--- src/verilog/sap_pkg.sv ---
// shared constants and types for the converter control and host port
`default_nettype none
package sap_pkg;
    // result geometry
    localparam int RES_W        = 14;
    localparam int RAW_W        = 15;
    localparam int OFS_W        = 14;
    localparam int FULL_CODES   = 16384;
    // mode select: {interface_variant_b, interface_variant_a} selecting mode 2
    localparam logic [1:0] MODE_B_SEL_DEF = 2'h2;
    // reset values and saturation codes
    localparam logic [RES_W-1:0] RESULT_RST = 14'h0000;
    localparam logic [OFS_W-1:0] OFFSET_RST = 14'h0000;
    localparam logic             BUSY_N_RST = 1'h1;
    localparam logic [RES_W-1:0] ALL_ONES   = 14'h3FFF;
    localparam logic [RES_W-1:0] ALL_ZEROS  = 14'h0000;
    // timing
    localparam int CLK_MHZ         = 25;
    localparam int DOZE_WAKE_NS    = 100;
    localparam int DOZE_WAKE_CYC_R = (DOZE_WAKE_NS * CLK_MHZ + 999) / 1000;
    localparam int DOZE_WAKE_CYC   = (DOZE_WAKE_CYC_R < 1) ? 1 : DOZE_WAKE_CYC_R;
    localparam int WAKE_CNT_W      = 4;
    localparam logic [WAKE_CNT_W-1:0] WAKE_CNT_LOAD = WAKE_CNT_W'(DOZE_WAKE_CYC);

    typedef enum logic [2:0] {
        SAP_ST_IDLE = 3'h1,
        SAP_ST_CONV = 3'h2,
        SAP_ST_LOAD = 3'h4
    } sap_state_t;
endpackage
`default_nettype wire

--- src/verilog/sap_host_port.sv ---
// converter control and parallel host port of the 14-bit converter
`default_nettype none
// Contract
// - standby input high holds the device in standby power-down
// - doze input high puts the device into reduced-power doze
// - convert-start falling edge switches track/hold to hold and starts conversion
// - reset low returns state machine to idle and aborts conversion
// - saturate enable forces over-scale to all ones, under-scale to zeros
// - chip select and read low drive output register onto data lines
// - offset word captured at falling edge of write pulse with select low
// - busy goes low after convert-start edge and stays low while converting
// - mode two: busy rises only after result loads into output register
// - mode one: busy rises at completion; result loads at next start edge
// - fourteen data lines, highest is msb, direction set by select and strobes
// - fifteenth output line carries the overrange bit
// - results are straight binary, lsb is reference over 16384
module sap_host_port
    import sap_pkg::*;
#(
    parameter logic [1:0] MODE_B_SEL = MODE_B_SEL_DEF
) (
    input  wire logic             clk,
    input  wire logic             resetn,
    input  wire logic             standby_request,
    input  wire logic             doze_request,
    input  wire logic             sample_start_n,
    input  wire logic             interface_variant_a,
    input  wire logic             interface_variant_b,
    input  wire logic             saturate_enable,
    input  wire logic             cs_n,
    input  wire logic             rd_n,
    input  wire logic             write_strobe,
    input  wire logic [RES_W-1:0] result_lines_in,
    input  wire logic             comp_above,
    output logic [RES_W-1:0]      result_lines_out,
    output logic                  result_lines_oe,
    output logic                  overrange_line,
    output logic                  overrange_oe,
    output logic                  busy_n,
    output logic                  hold_active,
    output logic [RAW_W-1:0]      dac_code,
    output logic                  standby_active,
    output logic                  doze_active,
    output logic                  doze_settled,
    output logic [OFS_W-1:0]      offset_word
);
    typedef struct packed {
        sap_state_t              st;
        logic                    start_n_prev;
        logic                    write_prev;
        logic                    cs_at_write;
        logic [RES_W-1:0]        out_reg;
        logic                    out_ovr;
        logic [RES_W-1:0]        pend_reg;
        logic                    pend_ovr;
        logic                    pend_valid;
        logic [OFS_W-1:0]        offset;
        logic                    busy_n;
        logic                    hold;
        logic                    drive;
        logic [RES_W-1:0]        drive_data;
        logic                    drive_ovr;
        logic [RAW_W-1:0]        dac;
        logic                    standby;
        logic                    doze;
        logic [WAKE_CNT_W-1:0]   wake_cnt;
        logic                    settled;
    } sap_top_t;

    localparam sap_top_t TOP_RST = '{
        st:           SAP_ST_IDLE,
        start_n_prev: 1'b1,
        write_prev:   1'b0,
        cs_at_write:  1'b0,
        out_reg:      RESULT_RST,
        out_ovr:      1'b0,
        pend_reg:     RESULT_RST,
        pend_ovr:     1'b0,
        pend_valid:   1'b0,
        offset:       OFFSET_RST,
        busy_n:       BUSY_N_RST,
        hold:         1'b0,
        drive:        1'b0,
        drive_data:   RESULT_RST,
        drive_ovr:    1'b0,
        dac:          '0,
        standby:      1'b0,
        doze:         1'b0,
        wake_cnt:     '0,
        settled:      1'b1
    };

    initial begin
        if ($isunknown(MODE_B_SEL)) begin
            $error("sap_host_port: mode select code must be fully defined");
        end
        if (RAW_W != RES_W + 1) begin
            $error("sap_host_port: raw code must be one bit wider than the result");
        end
        if (OFS_W != RES_W) begin
            $error("sap_host_port: offset word is loaded from the data lines");
        end
        if (FULL_CODES != (1 << RES_W)) begin
            $error("sap_host_port: full scale must span the data lines");
        end
        if (DOZE_WAKE_CYC < 1) begin
            $error("sap_host_port: settle window must last at least one cycle");
        end
        if (DOZE_WAKE_CYC >= (1 << WAKE_CNT_W)) begin
            $error("sap_host_port: wake counter too small");
        end
    end

    sap_top_t          r_r;
    sap_top_t          r_nxt;
    logic              start_edge;
    logic              write_fall;
    logic              mode_b;
    logic              powered_down;
    logic              sar_start;
    logic              sar_done;
    logic [RAW_W-1:0]  sar_code;
    logic [RAW_W-1:0]  sar_trial;
    logic [RES_W-1:0]  fmt_result;
    logic              fmt_ovr;
    logic              read_req;
    logic              write_take;
    logic              conv_end;

    // converter keeps idle and ignores starts while powered down
    assign powered_down = standby_request | doze_request;
    assign start_edge   = r_r.start_n_prev & ~sample_start_n;
    assign write_fall   = r_r.write_prev & ~write_strobe;
    assign mode_b       = ({interface_variant_b, interface_variant_a} == MODE_B_SEL);
    assign sar_start    = start_edge & ~powered_down;
    // a read is any cycle with select and read low while no write pulse is up
    assign read_req     = ~cs_n & ~rd_n & ~write_strobe;
    // the word lands only if select was low in the last high cycle of the pulse
    assign write_take   = write_fall & r_r.cs_at_write;
    // the search finished this cycle and no power-down cut it short
    assign conv_end     = (r_r.st == SAP_ST_CONV) & sar_done & ~powered_down;

    sap_sar_engine #(
        .W (RAW_W)
    ) u_sar (
        .clk        (clk),
        .resetn     (resetn),
        .abort      (powered_down),
        .start      (sar_start),
        .comp_above (comp_above),
        .trial_code (sar_trial),
        .code       (sar_code),
        .done       (sar_done)
    );

    sap_result_format u_fmt (
        .raw_code        (sar_code),
        .offset_word     (r_r.offset),
        .saturate_enable (saturate_enable),
        .result          (fmt_result),
        .overrange       (fmt_ovr)
    );

    always_comb begin
        r_nxt              = r_r;
        r_nxt.start_n_prev = sample_start_n;
        r_nxt.write_prev   = write_strobe;
        r_nxt.dac          = sar_trial;
        r_nxt.standby      = standby_request;
        r_nxt.doze         = doze_request;

        // settle window after doze release, visible to the host
        if (doze_request) begin
            r_nxt.wake_cnt = WAKE_CNT_LOAD;
            r_nxt.settled  = 1'b0;
        end else if (r_r.wake_cnt != '0) begin
            r_nxt.wake_cnt = r_r.wake_cnt - 1'b1;
            r_nxt.settled  = (r_r.wake_cnt == WAKE_CNT_W'(1));
        end

        // select sampled while the write pulse is high; tied-low select just works
        if (write_strobe) begin
            r_nxt.cs_at_write = ~cs_n;
        end
        if (write_take) begin
            r_nxt.offset = result_lines_in;
        end

        // bus drives in the cycle after a read cycle, so a write pulse that rises drops it one cycle later
        r_nxt.drive      = read_req;
        r_nxt.drive_data = r_r.out_reg;
        r_nxt.drive_ovr  = r_r.out_ovr;

        case (r_r.st)
            SAP_ST_IDLE: begin
                r_nxt.hold = 1'b0;
                if (powered_down) begin
                    r_nxt.busy_n = 1'b1;
                end
            end
            SAP_ST_CONV: begin
                r_nxt.busy_n = 1'b0;
                r_nxt.hold   = 1'b1;
                if (powered_down) begin
                    r_nxt.st     = SAP_ST_IDLE;
                    r_nxt.busy_n = 1'b1;
                    r_nxt.hold   = 1'b0;
                end else if (conv_end) begin
                    r_nxt.hold = 1'b0;
                    if (mode_b) begin
                        // result lands first, busy rises one cycle later
                        r_nxt.out_reg    = fmt_result;
                        r_nxt.out_ovr    = fmt_ovr;
                        // a sample left pending by the other mode is stale now
                        r_nxt.pend_valid = 1'b0;
                        r_nxt.st         = SAP_ST_LOAD;
                    end else begin
                        r_nxt.pend_reg   = fmt_result;
                        r_nxt.pend_ovr   = fmt_ovr;
                        r_nxt.pend_valid = 1'b1;
                        r_nxt.busy_n     = 1'b1;
                        r_nxt.st         = SAP_ST_IDLE;
                    end
                end
            end
            SAP_ST_LOAD: begin
                r_nxt.busy_n = 1'b1;
                r_nxt.st     = SAP_ST_IDLE;
            end
            default: begin
                r_nxt.st = SAP_ST_IDLE;
            end
        endcase

        // a start edge wins over everything above: hold, busy low, restart
        if (sar_start) begin
            r_nxt.st     = SAP_ST_CONV;
            r_nxt.hold   = 1'b1;
            r_nxt.busy_n = 1'b0;
            if (!mode_b && r_nxt.pend_valid) begin
                // previous sample becomes readable only now; a search ending in this
                // very cycle counts as the previous sample, so its result is not lost
                r_nxt.out_reg    = r_nxt.pend_reg;
                r_nxt.out_ovr    = r_nxt.pend_ovr;
                r_nxt.pend_valid = 1'b0;
            end
        end
    end

    always_ff @(posedge clk or negedge resetn) begin
        if (!resetn) begin
            r_r <= TOP_RST;
        end else begin
            r_r <= r_nxt;
        end
    end

    assign result_lines_out = r_r.drive_data;
    assign result_lines_oe  = r_r.drive;
    assign overrange_line   = r_r.drive_ovr;
    assign overrange_oe     = r_r.drive;
    assign busy_n           = r_r.busy_n;
    assign hold_active      = r_r.hold;
    assign dac_code         = r_r.dac;
    assign standby_active   = r_r.standby;
    assign doze_active      = r_r.doze;
    assign doze_settled     = r_r.settled;
    assign offset_word      = r_r.offset;
endmodule
`default_nettype wire

--- src/verilog/sap_sar_engine.sv ---
// bit-serial successive-approximation sequencer driving the trial code
`default_nettype none
module sap_sar_engine
    import sap_pkg::*;
#(
    parameter int W = RAW_W
) (
    input  wire logic         clk,
    input  wire logic         resetn,
    input  wire logic         abort,
    input  wire logic         start,
    input  wire logic         comp_above,
    output logic [W-1:0]      trial_code,
    output logic [W-1:0]      code,
    output logic              done
);
    initial begin
        if (W < 2 || W > 16) $error("sap_sar_engine: W out of range");
    end

    typedef struct packed {
        logic          running;
        logic [4:0]    idx;
        logic [W-1:0]  acc;
        logic [W-1:0]  code;
        logic          done;
    } sap_sar_t;

    sap_sar_t s_r;
    sap_sar_t s_nxt;
    logic [W-1:0] trial;

    always_comb begin
        trial = s_r.acc | (W'(1) << s_r.idx);
    end

    always_comb begin
        s_nxt      = s_r;
        s_nxt.done = 1'b0;
        if (abort) begin
            s_nxt.running = 1'b0;
        end else if (start) begin
            // a new start restarts the search from the top bit
            s_nxt.running = 1'b1;
            s_nxt.idx     = 5'(W - 1);
            s_nxt.acc     = '0;
        end else if (s_r.running) begin
            // comparator says input is above the trial level: keep the bit
            if (comp_above) begin
                s_nxt.acc = trial;
            end
            if (s_r.idx == 5'h00) begin
                s_nxt.running = 1'b0;
                s_nxt.done    = 1'b1;
                s_nxt.code    = comp_above ? trial : s_r.acc;
            end else begin
                s_nxt.idx = s_r.idx - 5'h01;
            end
        end
    end

    always_ff @(posedge clk or negedge resetn) begin
        if (!resetn) begin
            s_r <= '0;
        end else begin
            s_r <= s_nxt;
        end
    end

    // the trial leaves through an output register, so the next trial is handed out:
    // the comparator then judges the very trial that the search stands at
    assign trial_code = s_nxt.acc | (W'(1) << s_nxt.idx);
    assign code       = s_r.code;
    assign done       = s_r.done;
endmodule
`default_nettype wire

--- src/verilog/sap_result_format.sv ---
// offset removal, range check and saturation of a raw conversion code
`default_nettype none
module sap_result_format
    import sap_pkg::*;
(
    input  wire logic [RAW_W-1:0] raw_code,
    input  wire logic [OFS_W-1:0] offset_word,
    input  wire logic             saturate_enable,
    output logic [RES_W-1:0]      result,
    output logic                  overrange
);
    logic signed [RAW_W+1:0] adj;
    logic                    above;
    logic                    below;

    always_comb begin
        // offset word is two's complement; straight binary after removal
        adj   = $signed({2'b00, raw_code}) - $signed({{3{offset_word[OFS_W-1]}}, offset_word});
        below = adj < 0;
        above = adj > $signed((RAW_W+2)'(FULL_CODES - 1));
        if (saturate_enable && above) begin
            result    = ALL_ONES;
            overrange = 1'b0;
        end else if (saturate_enable && below) begin
            result    = ALL_ZEROS;
            overrange = 1'b0;
        end else begin
            result    = adj[RES_W-1:0];
            overrange = above | below;
        end
    end
endmodule
`default_nettype wire

--- config.mk ---
export PLATFORM = sky130hd
export DESIGN_NAME = sap_host_port
export DESIGN_NICKNAME = d
export VERILOG_FILES = /design/src/verilog/sap_pkg.sv /design/src/verilog/sap_host_port.sv /design/src/verilog/sap_sar_engine.sv /design/src/verilog/sap_result_format.sv
export SDC_FILE = /design/constraint.sdc
export NUM_CORES = 1
export LEC_CHECK = 0
export BUFFER_PORTS_ARGS = -buffer_cell sky130_fd_sc_hd__buf_2
export CORE_ASPECT_RATIO = 0.75
export CORE_MARGIN = 2
export CORE_UTILIZATION = 36
export CTS_CLUSTER_SIZE = 40
export DETAILED_ROUTE_END_ITERATION = 10
export HOLD_SLACK_MARGIN = 0.15
export RECOVER_POWER = 25
export SYNTH_ARGS = -nofsm -noshare
export SYNTH_HDL_FRONTEND = slang
export SYNTH_SLANG_ARGS = --single-unit
--- constraint.sdc ---
create_clock -name clk -period 6.54 [get_ports clk]
set_input_delay 0.981 -clock clk [delete_from_list [all_inputs] [get_ports clk]]
set_output_delay 0.981 -clock clk [all_outputs]
set_load 0.01 [all_outputs]
==> run metrics <==
status=finished, violations left; failing checks=max-capacitance violations, max-slew violations; Final Wtd Congestion=a little under 0.9; busiest layer in global routing=met2; met3 usage=0.0411; Fin Setup TNS=0 ps; full die area=between 0.015 and 0.02 mm^2; pin count of the biggest net entering global routing=83; FF/Latch Area=0.00321 mm^2; final setup vio count=0; M1 GR Usage=0.220; CTS Buffer Depth=2; post-route cell area=just over 0.007 mm^2; antenna-violating nets left=0; Initial Util=0.364; Worst setup SP type=primary input; Synth Flop Type=dfrtp_1; Syn Std Cell Area=0.00635 mm^2; maxcap violations=1; Syn Nets=around 660; worst-skew pair later-pin latency=about 420 ps; mux contribution to synthesized area=0.0726; WP data arrival=4060 ps; routed wire length=13.8 mm; Num CTS Buffers=17; pre-CTS WS=2440 ps; post-CTS sizing=0; first-pass GRT wire length=22.5 mm; number of synthesized register bits=128; post-route minimum period=approximately 3700 ps; vias in the first global route=roughly 4400; VDD IR-drop max=0.198 mV; most common cell after layout, fill and taps aside=dfrtp_1; Synth-to-Final Area Change=13.9%; hold-fix buffers at CTS=0; period utilisation layout=0.572; largest family of logic cells by synthesized area=compound AO/OA/AOI/OAI gates; global-route usage over all layers=0.155; Antenna diodes=0; GR Util met2=0.228; share of cells above drive strength 1=0.225; unrepaired setup endpoints after global routing=false; final net count=691; xor and xnor fraction of the mapped netlist area=0.0205; number of flops mapped to enable cells by yosys=0; post-synthesis compound-gate area fraction=0.154; worst min path class=reg2reg; Adder-Cell Fraction of Synth Area=0.0485; drt first pass iters=4; Leak=3.71 nW; Crit. End Element=flip-flop; Cell Area, Placed=around 0.0066 mm^2; Netlist cell types=64; Core Area=0.0174 mm^2; drt drc=0; cell accounting for the most synthesized area=dfrtp_1; Post-synth ARST share=1.00; Max Slew Vio Count=48; min setup slack post-route=about 2800 ps; CTS root buffer=clkbuf_16; area of the multi-input gates=0.00259 mm^2; Mapped Cells=~610; worst-path maximum fanout=32; Die Wd=157 um; worst-margin pin slew=approximately 2500 ps; CTS tree=built; GRT overflow=0; DIE HEIGHT=119 um; Worst-path clk slew=60 ps; clock skew=about 11 ps; # port buffers=76; vias after detailed routing=4341; initial antenna violation count=0; Synth Area in Simple Gates=0.114; Vias/cell=between 4 and 5; Slew HR=-0.659; Pwr Density=304 mW/mm^2; synth warn=0; commonest cells after routing, fill and taps aside=dfrtp_1 (124), buf_2 (71), nand2_1 (50), nor2_1 (44), a21oi_1 (37); top cells by area, synth=dfrtp_1 (49%), buf_4 (5.3%), ha_1 (4.5%); syn_area_per_cell=10.4 um^2; Final Hold Fails=0; dpl hpwl=just under 10 mm; share of the synthesized area in the top cell type=0.489; initial DRC count=231; Site Rows=42; clock sinks=128; fmax=0.268 GHz; post-CTS setup buffer count=0; fill count=roughly 1700; CTS H-tree lvls=4; Critical Path RT=6860 ps; sequential area share after synthesis=0.506; routed len/inst=15.4 um; Boundary Pins=77; Tot Pwr=2.20 mW; critical path class=in2reg
where the power goes:
| part | internal, mW | switching [mW] | leakage [nW] |
|---|---|---|---|
| clock | 0.621 | 0.359 | 0.301 |
| combinational | 0.138 | 0.211 | 1.71 |
| sequential | 0.835 | 0.0323 | 1.71 |
| total | 1.59 | 0.602 | 3.71 |
metrics by stage:
step / hold WS (ps) / util / std cells
finish: 374 / 0.414 / 896
global route: 391 / 0.414 / 896
CTS: 381 / 0.415 / 896
detailed placement: 369 / 0.380 / 864
global placement: 365 / 0.380 / 864
floorplan: 353 / - / 609
critical path, cell delays in order:
cell and delay [ps]:
clkbuf_1 160, nor2_1 460, and2_1 620, nand3_1 810, o211ai_1 480, nand2b_1 160
inv_1 100, nand2_1 80, o22ai_1 200
path summary, 6_finish.rpt:
| kind | start | to | slack [ps] | depth (start not counted) |
|---|---|---|---|---|
| max in group asynchronous | resetn | u_sar.s_r[22]$_DFF_PN0_ | 3110 | 2 |
| setup reg to reg | offset_word[0]$_DFFE_PN0P_ | r_nxt[23]$_DFF_PN0_ | 3090 | 11 |
| hold reg to reg | r_nxt[32]$_DFF_PN0_ | result_lines_out[9]$_DFF_PN0_ | 370 | 0 |
| hold / removal | r_nxt[32]$_DFF_PN0_ | result_lines_out[9]$_DFF_PN0_ | 370 | 0 |
| min in group asynchronous | resetn | result_lines_out[8]$_DFF_PN0_ | 1320 | 1 |
| setup / recovery | doze_request | dac_code[1]$_DFF_PN0_ | 2800 | 9 |
synthesized netlist by cell type (2+ instances only):
library cell,instances
or3_1,3
a21o_1,10
xnor2_1,9
o21ai_1,12
nand2b_1,12
dfrtp_1,124
nor2_1,44
clkbuf_1,17
o211ai_1,3
and2_1,3
nor3b_1,3
a32oi_1,2
nand3_1,6
a211o_1,2
dfstp_2,4
o21ai_0,31
mux2_2,14
ha_1,23
inv_1,31
nor2b_1,8
a21oi_2,11
and3_1,3
nand3b_1,2
a21oi_1,37
clkbuf_2,2
nor3_1,8
o21a_1,2
xor2_1,4
buf_4,45
a31oi_1,16
nand2_1,50
mux2i_1,28
o22ai_1,9
cell families (layout without fill, tap and decap cells):
kind of cell,Yosys count,count (layout)
AO/OA/AOI/OAI,152,152
AND/OR/NAND/NOR,151,151
flip-flops,128,128
buffers and inverters,97,142
multiplexers,43,43
adder cells (fa/ha/maj),24,24
XOR/XNOR,14,14
area by class of cell:
class,count,share of cell area
multi-input cells,384,0.359
clock inverters,12,0.0216
clock buffers,20,0.0632
inverters,31,0.0161
repair buffers,79,0.0544
flip-flops and latches,128,0.444
well taps,242,0.0419
state kept, by name, indices dropped and copies added, names as in the netlist, 14 cells and up:
register          flops
u_sar.s_r            21
result_lines_out     14
dac_code             15
u_sar.code           15
r_r                  26
offset_word          14
r_nxt                15
routing by layer:
layer | vias up | wire length, um
met4 | 0 | 248
met5 | - | 0
met1 | 2092 | 6770
li1 | 2132 | -
met2 | 93 | 6160
met3 | 24 | 615
Note: power is estimated with default switching activity, not from simulation.
